===== src/shared/mcu_pkg.sv =====
// ---------------------------------------------------------------------------
// Shared constants for the metering control register block.
// ---------------------------------------------------------------------------
package mcu_pkg;

	// Bus geometry.
	localparam int ADDR_W = 8;
	localparam int DATA_W = 32;
	localparam int IDX_W = 6;
	localparam int IDX_LSB = 2;

	// Register indices; the byte address is four times the index.
	localparam logic [IDX_W-1:0] IDX_CTRL_ONE = 6'h02;
	localparam logic [IDX_W-1:0] IDX_CTRL_TWO = 6'h03;
	localparam logic [IDX_W-1:0] IDX_STATUS = 6'h04;

	// Reset value and writable bits of the control registers.
	localparam logic [DATA_W-1:0] CTRL_RESET = 32'h0000_0000;
	localparam logic [DATA_W-1:0] CTRL_ONE_MASK = 32'hffff_ffff;
	localparam logic [DATA_W-1:0] CTRL_TWO_MASK = 32'h80ff_ffff;

	// Field positions.
	localparam int BIT_PERIOD_SEL = 31;
	localparam int BIT_COMP_DIS = 31;
	localparam int BIT_ACC_CLK_SEL = 23;
	localparam int BIT_LOW_SPEED = 22;
	localparam int BIT_VGAIN = 21;
	localparam int BIT_ZC_SRC = 20;
	localparam int BIT_ST_SETTLING = 0;
	localparam int BIT_ST_COMP = 1;

	// Bus responses.
	localparam logic [1:0] RESP_OKAY = 2'h0;
	localparam logic [1:0] RESP_SLVERR = 2'h2;

	// System clock and derived timing.
	localparam longint CLK_HZ = 20000000;
	localparam int CLK_PERIOD_NS = 50;
	localparam int SETTLE_NS = 107000;
	localparam int SETTLE_CYCLES = (SETTLE_NS + CLK_PERIOD_NS - 1) /
		CLK_PERIOD_NS;
	localparam int SETTLE_W = 12;
	localparam int BASE_PERIOD_MS = 10;
	localparam int NS_PER_MS = 1000000;
	localparam int BASE_PERIOD_CYCLES = BASE_PERIOD_MS * NS_PER_MS /
		CLK_PERIOD_NS;
	localparam int BASE_CNT_W = 18;

	// Accumulator clock rates and phase increments of the rate generator.
	localparam longint ACC_FAST_HZ = 204800;
	localparam longint ACC_SLOW_HZ = 32768;
	localparam int PHASE_W = 32;
	localparam logic [63:0] INC_FAST_W = (64'(ACC_FAST_HZ) << PHASE_W) /
		64'(CLK_HZ);
	localparam logic [63:0] INC_SLOW_W = (64'(ACC_SLOW_HZ) << PHASE_W) /
		64'(CLK_HZ);
	localparam logic [PHASE_W-1:0] INC_FAST = INC_FAST_W[PHASE_W-1:0];
	localparam logic [PHASE_W-1:0] INC_SLOW = INC_SLOW_W[PHASE_W-1:0];

	// Sample widths.
	localparam int VSAMPLE_W = 24;
	localparam int VGAIN_SHIFT = 2;
	localparam int VSCALED_W = VSAMPLE_W + VGAIN_SHIFT;
	localparam int ISAMPLE_W = 24;

	// Two-bit divider of the base period.
	localparam logic [1:0] DIV_LAST = 2'h3;
	localparam logic [1:0] DIV_STEP = 2'h1;

endpackage : mcu_pkg


===== src/logic/mcu_rate_gen.sv =====
`timescale 1ns/1ns
// ---------------------------------------------------------------------------
// Fractional rate generator: one-cycle enable at the chosen average rate.
// ---------------------------------------------------------------------------
module mcu_rate_gen
	import mcu_pkg::*;
(
	// Clock and reset.
	input wire logic clock,
	input wire logic srst,
	// Phase increment per system clock.
	input wire logic [PHASE_W-1:0] phase_inc,
	// Rate enable pulse.
	output logic tick
);

	logic [PHASE_W-1:0] phase_q;
	logic [PHASE_W-1:0] phase_d;
	logic tick_q;
	logic tick_d;
	logic [PHASE_W:0] sum;

	// The carry out of the accumulator is the tick; the jitter is one cycle,
	// traded for an exact long-term rate from a clock that is no multiple.
	always_comb begin
		sum = {1'b0, phase_q} + {1'b0, phase_inc};
		phase_d = sum[PHASE_W-1:0];
		tick_d = sum[PHASE_W];
	end

	// Registers.
	always_ff @(posedge clock) begin
		if (srst) begin
			phase_q <= '0;
			tick_q <= 1'b0;
		end else begin
			phase_q <= phase_d;
			tick_q <= tick_d;
		end
	end

	assign tick = tick_q;

endmodule : mcu_rate_gen


===== src/logic/mcu_ctrl_regs.sv =====
`timescale 1ns/1ns
// Operation
// - Top bit of control two set turns filter gain compensation off.
// - Compensation is forced off while direct-current metering runs.
// - Clock select bit picks 204.8 kHz (0) or 32.768 kHz (1).
// - Low-speed option clear: accumulators 3-8 every 20 ms or 40 ms.
// - Option set, period bit 0: accumulators 3-5 every 10 ms, 6-8 stop.
// - Voltage gain bit selects gain one (0) or gain four (1).
// - Zero-crossing source bit selects current channel A or B.
// - All fields reset to zero and are readable and writable.
// - Control one is a separate read-write word; its top bit picks period.
module mcu_ctrl_regs
	import mcu_pkg::*;
#(
	parameter int PERIOD_CYCLES = BASE_PERIOD_CYCLES
)
(
	// Clock and reset.
	input wire logic clock,
	input wire logic srst,
	// AXI4-Lite write address and data.
	input wire logic s_axi_awvalid,
	output logic s_axi_awready,
	input wire logic [ADDR_W-1:0] s_axi_awaddr,
	input wire logic s_axi_wvalid,
	output logic s_axi_wready,
	input wire logic [DATA_W-1:0] s_axi_wdata,
	input wire logic [3:0] s_axi_wstrb,
	// AXI4-Lite write response.
	output logic s_axi_bvalid,
	input wire logic s_axi_bready,
	output logic [1:0] s_axi_bresp,
	// AXI4-Lite read.
	input wire logic s_axi_arvalid,
	output logic s_axi_arready,
	input wire logic [ADDR_W-1:0] s_axi_araddr,
	output logic s_axi_rvalid,
	input wire logic s_axi_rready,
	output logic [DATA_W-1:0] s_axi_rdata,
	output logic [1:0] s_axi_rresp,
	// Metering datapath.
	input wire logic dc_metering_active,
	input wire logic signed [VSAMPLE_W-1:0] voltage_sample,
	input wire logic signed [ISAMPLE_W-1:0] current_channel_a,
	input wire logic signed [ISAMPLE_W-1:0] current_channel_b,
	output logic filter_comp_active,
	output logic accum_clock_tick,
	output logic accum_clock_settling,
	output logic accum_tick_group_a,
	output logic accum_tick_group_b,
	output logic signed [VSCALED_W-1:0] voltage_scaled,
	output logic signed [ISAMPLE_W-1:0] zero_cross_current,
	// Raw control words for the rest of the datapath.
	output logic [DATA_W-1:0] metering_control_one,
	output logic [DATA_W-1:0] metering_control_two
);

	// -----------------------------------------------------------------------
	// Helpers
	// -----------------------------------------------------------------------
	function automatic logic [IDX_W-1:0] reg_index(
		input logic [ADDR_W-1:0] addr);
		return addr[IDX_LSB +: IDX_W];
	endfunction : reg_index

	function automatic logic [DATA_W-1:0] merge_write(
		input logic [DATA_W-1:0] old_val,
		input logic [DATA_W-1:0] new_val,
		input logic [3:0] strb,
		input logic [DATA_W-1:0] mask);
		logic [DATA_W-1:0] res;
		res = old_val;
		for (int i = 0; i < 4; i++) begin
			if (strb[i]) begin
				res[i*8 +: 8] = new_val[i*8 +: 8];
			end
		end
		return res & mask;
	endfunction : merge_write

	// -----------------------------------------------------------------------
	// Register bus slave
	// -----------------------------------------------------------------------
	logic aw_held_q, aw_held_d, w_held_q, w_held_d;
	logic [ADDR_W-1:0] waddr_q, waddr_d;
	logic [DATA_W-1:0] wdata_q, wdata_d;
	logic [3:0] wstrb_q, wstrb_d;
	logic bvalid_q, bvalid_d, rvalid_q, rvalid_d;
	logic [1:0] bresp_q, bresp_d, rresp_q, rresp_d;
	logic [DATA_W-1:0] rdata_q, rdata_d;
	logic [DATA_W-1:0] ctrl_one_q, ctrl_one_d, ctrl_two_q, ctrl_two_d;
	logic [DATA_W-1:0] status_word;
	logic do_write;

	assign s_axi_awready = !aw_held_q;
	assign s_axi_wready = !w_held_q;
	assign s_axi_arready = !rvalid_q;
	assign do_write = aw_held_q && w_held_q && !bvalid_q;

	// Address and data are caught in either order; the write happens once
	// both are held and the previous response has been taken.
	always_comb begin
		aw_held_d = aw_held_q;
		w_held_d = w_held_q;
		waddr_d = waddr_q;
		wdata_d = wdata_q;
		wstrb_d = wstrb_q;
		bvalid_d = bvalid_q;
		bresp_d = bresp_q;
		ctrl_one_d = ctrl_one_q;
		ctrl_two_d = ctrl_two_q;
		if (s_axi_awvalid && s_axi_awready) begin
			aw_held_d = 1'b1;
			waddr_d = s_axi_awaddr;
		end
		if (s_axi_wvalid && s_axi_wready) begin
			w_held_d = 1'b1;
			wdata_d = s_axi_wdata;
			wstrb_d = s_axi_wstrb;
		end
		if (bvalid_q && s_axi_bready) begin
			bvalid_d = 1'b0;
		end
		if (do_write) begin
			aw_held_d = 1'b0;
			w_held_d = 1'b0;
			bvalid_d = 1'b1;
			bresp_d = RESP_OKAY;
			unique case (reg_index(waddr_q))
				IDX_CTRL_ONE: begin
					ctrl_one_d = merge_write(ctrl_one_q, wdata_q, wstrb_q,
						CTRL_ONE_MASK);
				end
				IDX_CTRL_TWO: begin
					// Reserved bits are not stored and read back as zero.
					ctrl_two_d = merge_write(ctrl_two_q, wdata_q, wstrb_q,
						CTRL_TWO_MASK);
				end
				IDX_STATUS: ;
				default: bresp_d = RESP_SLVERR;
			endcase
		end
	end

	// Read data is taken from the live registers in the address cycle.
	always_comb begin
		rvalid_d = rvalid_q;
		rdata_d = rdata_q;
		rresp_d = rresp_q;
		if (rvalid_q && s_axi_rready) begin
			rvalid_d = 1'b0;
		end
		if (s_axi_arvalid && s_axi_arready) begin
			rvalid_d = 1'b1;
			rresp_d = RESP_OKAY;
			unique case (reg_index(s_axi_araddr))
				IDX_CTRL_ONE: rdata_d = ctrl_one_q;
				IDX_CTRL_TWO: rdata_d = ctrl_two_q;
				IDX_STATUS: rdata_d = status_word;
				default: begin
					rdata_d = '0;
					rresp_d = RESP_SLVERR;
				end
			endcase
		end
	end

	// Bus and control registers.
	always_ff @(posedge clock) begin
		if (srst) begin
			aw_held_q <= 1'b0;
			w_held_q <= 1'b0;
			waddr_q <= '0;
			wdata_q <= '0;
			wstrb_q <= '0;
			bvalid_q <= 1'b0;
			bresp_q <= RESP_OKAY;
			rvalid_q <= 1'b0;
			rdata_q <= '0;
			rresp_q <= RESP_OKAY;
			ctrl_one_q <= CTRL_RESET;
			ctrl_two_q <= CTRL_RESET;
		end else begin
			aw_held_q <= aw_held_d;
			w_held_q <= w_held_d;
			waddr_q <= waddr_d;
			wdata_q <= wdata_d;
			wstrb_q <= wstrb_d;
			bvalid_q <= bvalid_d;
			bresp_q <= bresp_d;
			rvalid_q <= rvalid_d;
			rdata_q <= rdata_d;
			rresp_q <= rresp_d;
			ctrl_one_q <= ctrl_one_d;
			ctrl_two_q <= ctrl_two_d;
		end
	end

	assign s_axi_bvalid = bvalid_q;
	assign s_axi_bresp = bresp_q;
	assign s_axi_rvalid = rvalid_q;
	assign s_axi_rdata = rdata_q;
	assign s_axi_rresp = rresp_q;
	assign metering_control_one = ctrl_one_q;
	assign metering_control_two = ctrl_two_q;

	// -----------------------------------------------------------------------
	// Datapath steering
	// -----------------------------------------------------------------------
	logic acc_sel, low_speed, period_sel;
	logic [PHASE_W-1:0] rate_inc;
	logic acc_sel_prev_q;
	logic [SETTLE_W-1:0] settle_q, settle_d;
	logic [BASE_CNT_W-1:0] base_cnt_q, base_cnt_d;
	logic [1:0] div_q, div_d;
	logic base_tick;
	logic comp_q, comp_d, tick_a_q, tick_a_d, tick_b_q, tick_b_d;
	logic signed [VSCALED_W-1:0] vscaled_q, vscaled_d;
	logic signed [ISAMPLE_W-1:0] zc_q, zc_d;

	assign acc_sel = ctrl_two_q[BIT_ACC_CLK_SEL];
	assign low_speed = ctrl_two_q[BIT_LOW_SPEED];
	assign period_sel = ctrl_one_q[BIT_PERIOD_SEL];
	assign rate_inc = acc_sel ? INC_SLOW : INC_FAST;
	assign base_tick = base_cnt_q == BASE_CNT_W'(PERIOD_CYCLES - 1);
	assign status_word = {{(DATA_W-2){1'b0}}, comp_q, settle_q != '0};

	mcu_rate_gen mcu_rate_gen_i (
		.clock(clock),
		.srst(srst),
		.phase_inc(rate_inc),
		.tick(accum_clock_tick)
	);

	// Settling window, group periods, gain and source selection. The
	// settling flag only reports; gating the pulse outputs is software's job.
	always_comb begin
		settle_d = settle_q;
		if (acc_sel != acc_sel_prev_q) begin
			settle_d = SETTLE_W'(SETTLE_CYCLES);
		end else if (settle_q != '0) begin
			settle_d = settle_q - SETTLE_W'(1);
		end
		base_cnt_d = base_tick ? '0 : base_cnt_q + BASE_CNT_W'(1);
		div_d = base_tick ? div_q + DIV_STEP : div_q;
		// The case with the option set and period bit one runs as cleared.
		if (low_speed && !period_sel) begin
			tick_a_d = base_tick;
			tick_b_d = 1'b0;
		end else if (!period_sel) begin
			tick_a_d = base_tick && div_q[0];
			tick_b_d = base_tick && div_q[0];
		end else begin
			tick_a_d = base_tick && div_q == DIV_LAST;
			tick_b_d = base_tick && div_q == DIV_LAST;
		end
		comp_d = !ctrl_two_q[BIT_COMP_DIS] && !dc_metering_active;
		vscaled_d = ctrl_two_q[BIT_VGAIN] ?
			VSCALED_W'(voltage_sample) <<< VGAIN_SHIFT :
			VSCALED_W'(voltage_sample);
		zc_d = ctrl_two_q[BIT_ZC_SRC] ? current_channel_b :
			current_channel_a;
	end

	// Datapath registers.
	always_ff @(posedge clock) begin
		if (srst) begin
			acc_sel_prev_q <= 1'b0;
			settle_q <= '0;
			base_cnt_q <= '0;
			div_q <= '0;
			tick_a_q <= 1'b0;
			tick_b_q <= 1'b0;
			comp_q <= 1'b0;
			vscaled_q <= '0;
			zc_q <= '0;
		end else begin
			acc_sel_prev_q <= acc_sel;
			settle_q <= settle_d;
			base_cnt_q <= base_cnt_d;
			div_q <= div_d;
			tick_a_q <= tick_a_d;
			tick_b_q <= tick_b_d;
			comp_q <= comp_d;
			vscaled_q <= vscaled_d;
			zc_q <= zc_d;
		end
	end

	assign accum_clock_settling = settle_q != '0;
	assign accum_tick_group_a = tick_a_q;
	assign accum_tick_group_b = tick_b_q;
	assign filter_comp_active = comp_q;
	assign voltage_scaled = vscaled_q;
	assign zero_cross_current = zc_q;
endmodule : mcu_ctrl_regs


===== config.mk =====
export PLATFORM = sky130hd
export DESIGN_NAME = mcu_ctrl_regs
export DESIGN_NICKNAME = d
export VERILOG_FILES = /design/src/shared/mcu_pkg.sv /design/src/logic/mcu_rate_gen.sv /design/src/logic/mcu_ctrl_regs.sv
export SDC_FILE = /design/constraint.sdc
export NUM_CORES = 1
export LEC_CHECK = 0
export ABC_CLOCK_PERIOD_IN_PS = 4610
export BUFFER_PORTS_ARGS = -buffer_cell sky130_fd_sc_hd__buf_2
export CAP_MARGIN = 20
export CORE_MARGIN = 2
export CORE_UTILIZATION = 28
export DETAILED_ROUTE_END_ITERATION = 10
export GPL_ROUTABILITY_DRIVEN = 0
export PLACE_DENSITY = 0.51
export SLEW_MARGIN = 15
export SYNTH_ARGS = -nofsm -noshare
export SYNTH_HDL_FRONTEND = slang
export SYNTH_SLANG_ARGS = --single-unit
export TNS_END_PERCENT = 20

===== constraint.sdc =====
create_clock -name clock -period 4.61 [get_ports clock]
set_clock_uncertainty 0.1 [all_clocks]
set_input_delay 0.2305 -clock clock [delete_from_list [all_inputs] [get_ports clock]]
set_output_delay 0.2305 -clock clock [all_outputs]
set_load 0.005 [all_outputs]

==> reports/metrics.yaml <==
status:
  outcome: "finished clean"
setup_path:
  crit_path_end_kind: "flop"
  critPathSlowestCell: "a31oi_1"
  crit_start: "metering_control_two[23]$_SDFFE_PP0P_"
  cp_cell_sequence: "inv_1, ha_1, fa_1, a31o_2, a31oi_1, o211ai_1, nand4_1, a211o_1, mux2_2"
  crit_path_end: "mcu_rate_gen_i.phase_q[30]$_SDFF_PP0_"
  cp_slowest_stage_delay_ps: 440
  reg2reg_slack_ps: 1600
  critical_path.max_fanout: 5
  arrival_ps: 3360
  timing.rr.end: "mcu_rate_gen_i.phase_q[30]$_SDFF_PP0_"
  ff2ff_path_depth: 9
  crit_required_ps: 4960
  worstSetupPathType: "reg2reg"
  crit_path_start_kind: "flop"
  reg2reg_from: "metering_control_two[23]$_SDFFE_PP0P_"
clock_tree:
  htreeDepth: 1
  post-cts-setup-buffer-count: 0
  numCtsBuffers: 31
  clk_latency_ps: 580
  root_buffer: "clkbuf_16"
  tritoncts: "done"
  cts.sinks: 256
  cts_max_path_buffers: 3
  clk_pin_slew_ps: 60
final_layout:
  final_common_cell: "buf_2"
  nets: 1772
  final_cell_mix: "buf_2, dfxtp_1, nand2_1"
  fillers: 3842
  stdcell_count: 2158
  area_growth_pct: 39.73
  drive_gt1_share_pct: 22.17
pwr:
  swShare_pct: 27.32
  ir_drop_mv: 0.2889
  p_total_mw: 6.111
  pwr-share-comb_pct: 16.7
  p_int_mw: 4.441
  pwr-share-seq_pct: 40.8
  p_clk_share_pct: 42.5
  powerDensity_mw_per_mm2: 409.5
  switching_power_mw: 1.670
  leakage_nw: 6.208
timing:
  setup_tns_ps: 0
  worst_pin_slew_ps: 1004
  hold_viol_final: 0
  min_period_ps: 3010
  finalSetupViolations: 0
  clock.fmax_ghz: 0.3322
  rsz0062_at_grt: "false"
  fin_crit_sh_pct: 65.30
  whs_ps: 58.70
  slew_viol_final: 0
  maxSlewHeadroom_pct: 32.95
synthesis:
  postSynthCellCount: 1244
  synth_edf_count: 0
  async_reset_ff_share_pct: 0
  syn_area_mm2: 0.01068
  yosysWarnings: 0
  avgSynthCellArea_um2: 8.585
  ys_seq_area_share_pct: 47.99
  ys.flop_type: "dfxtp_1"
  ys_seq_elements: 256
  synth_cell_type_count: 65
die:
  die_y_um: 199.3
  ioPinCount: 292
  die-area_mm2: 0.03972
  core_area_mm2: 0.03758
  start_util_pct: 28.42
  row_count: 71
  fp.dieW_um: 199.3
job:
  maxCapViolations: 0
grt:
  grt_max_degree: 131
  grt_pass1_wl_mm: 51.76
  grt_usage_pct: 16.24
  antenna_found_initial: 1
  top_usage_layer: "met2"
  grt_use_met3_pct: 3.561
  grtUsageMet2_pct: 27.11
  grt_pass1_vias: 9908
  overflow: 0
  grtUsageMet1_pct: 20.86
routing:
  first_pass_iters: 5
  drc_errors: 0
  vias: 10070
  post_drt_wl_per_cell_um: 15.45
  drtIter0Drc: 297
  finalWirelength_mm: 33.34
  drtAntennaViolNets: 0
  vias_per_cell: 4.667
placement:
  dp_hpwl_mm: 21.88
  place_inst: 1969
  io_buffer_count: 278
worst_hold_path:
  hold_class: "in2reg"
registers in the layout (all words and copies together), names as in the netlist, 2 cells and up:
signal and flops:
waddr_q 6, wstrb_q 4, mcu_rate_gen_i.phase_q 32, s_axi_rdata 32, metering_control_one 32, wdata_q 32, voltage_scaled 26, div_q 2
metering_control_two 25, settle_q 12, base_cnt_q 18, zero_cross_current 24
cell usage after synthesis, types with 2 or more instances:
cell       count  area (um^2)
and2_1         4        25.02
nand3_1       71        355.3
nor4_1         7        43.79
nor2_1       150        563.0
a21oi_1      152        760.7
a22oi_1        7        52.55
nor4bb_1       2        20.02
xnor2_1       23        201.4
clkbuf_1      53        198.9
xor2_1        17        148.9
o31ai_1        2        15.01
and3_1        11        68.82
o21a_1         4        30.03
ha_1          18        225.2
nand4_1        6        37.54
and4b_1        4        40.04
nor3b_1        3        22.52
nor3_1        42        210.2
buf_1         19        71.32
or2_2          3        18.77
o21ai_0       24        120.1
o311a_1        2        20.02
mux2i_1       78        780.8
o211ai_1       4        30.03
dfxtp_1      256         5125
a21o_1         7        52.55
or3_1         10        62.56
a2111oi_0      3        26.28
mux2_2         4        45.04
a31oi_1        4        25.02
o2111ai_1      2        17.52
o211a_1        2        20.02
nand2b_1       8        50.05
buf_4          9        67.56
inv_1         13        48.80
nand3b_1       3        22.52
a211o_1        6        52.55
nor2b_1       15        93.84
a211oi_1       5        37.54
nand2_1      166        623.1
metrics by stage:
stage	utilization [%]	worst slack, ps	area, um^2
2_1_floorplan	-	1485	10710
3_3_place_gp	33.29	1582	12510
3_5_place_dp	33.29	1613	12510
4_1_cts	39.71	1597	14920
5_1_grt	39.71	1333	14920
6_report	39.71	1600	14920
how the worst min path moves through the flow:
stage / startpoint / to / slack, ps / cells past startpoint
6_report: s_axi_arvalid / s_axi_rdata[0]$_SDFFE_PP0P_ / 60 / 4
5_1_grt: s_axi_arvalid / s_axi_rdata[0]$_SDFFE_PP0P_ / 40 / 4
4_1_cts: s_axi_arvalid / s_axi_rdata[0]$_SDFFE_PP0P_ / 30 / 4
3_5_place_dp: s_axi_rready / s_axi_rvalid$_SDFFE_PP0P_ / 330 / 2
3_3_place_gp: s_axi_rready / s_axi_rvalid$_SDFFE_PP0P_ / 320 / 2
2_1_floorplan: dc_metering_active / filter_comp_active$_SDFF_PP0_ / 210 / 1
per-layer routing:
layer	wire length, um	vias up
met2	15530	271
met4	844	0
met5	0	-
met3	2094	54
met1	14880	4709
li1	-	5037
kinds of logic after synthesis:
| family | count (synthesis) | synth area share (%) |
|---|---|---|
| buffers and inverters | 97 | 3.772 |
| flip-flops | 256 | 47.99 |
| AO/OA/AOI/OAI | 231 | 12.35 |
| multiplexers | 82 | 7.732 |
| other | 1 | 0.03511 |
| AND/OR/NAND/NOR | 518 | 22.55 |
| adder cells (fa/ha/maj) | 19 | 2.296 |
| XOR/XNOR | 40 | 3.280 |
area by class of cell:
type                    instances  area, um^2  share of cell area [%]
repair buffers                419        2784                   18.66
clock inverters                20       266.5                   1.786
inverters                      14       55.05                  0.3689
diodes                          1       2.502                 0.01677
well taps                     511       639.4                   4.284
multi-input cells             899        5207                   34.90
clock buffers                  38       842.1                   5.643
flip-flops and latches        256        5126                   34.35
worst max-delay path: cells and delay by family (launching register included):
kind	cells	cell delay, ps
fa+ha+maj	2	630
mux	1	320
compound gates	4	1210
simple gates	1	260
flops	1	330
buf+inv	1	60
power groups by stage:
stage	sequential, mW	combinational [mW]	clock, mW
floorplan	2.50	0.705	0
global placement	2.54	0.924	0
detailed placement	2.54	0.932	0
CTS	2.49	1.02	2.67
global route	2.51	1.15	2.77
finish	2.49	1.02	2.60
what timing repair did:
item,in CTS,in global routing
hold endpoints to repair,98,0
hold buffers,130,0
gates resized for setup,0,0
(Power assumes the default switching activity.)
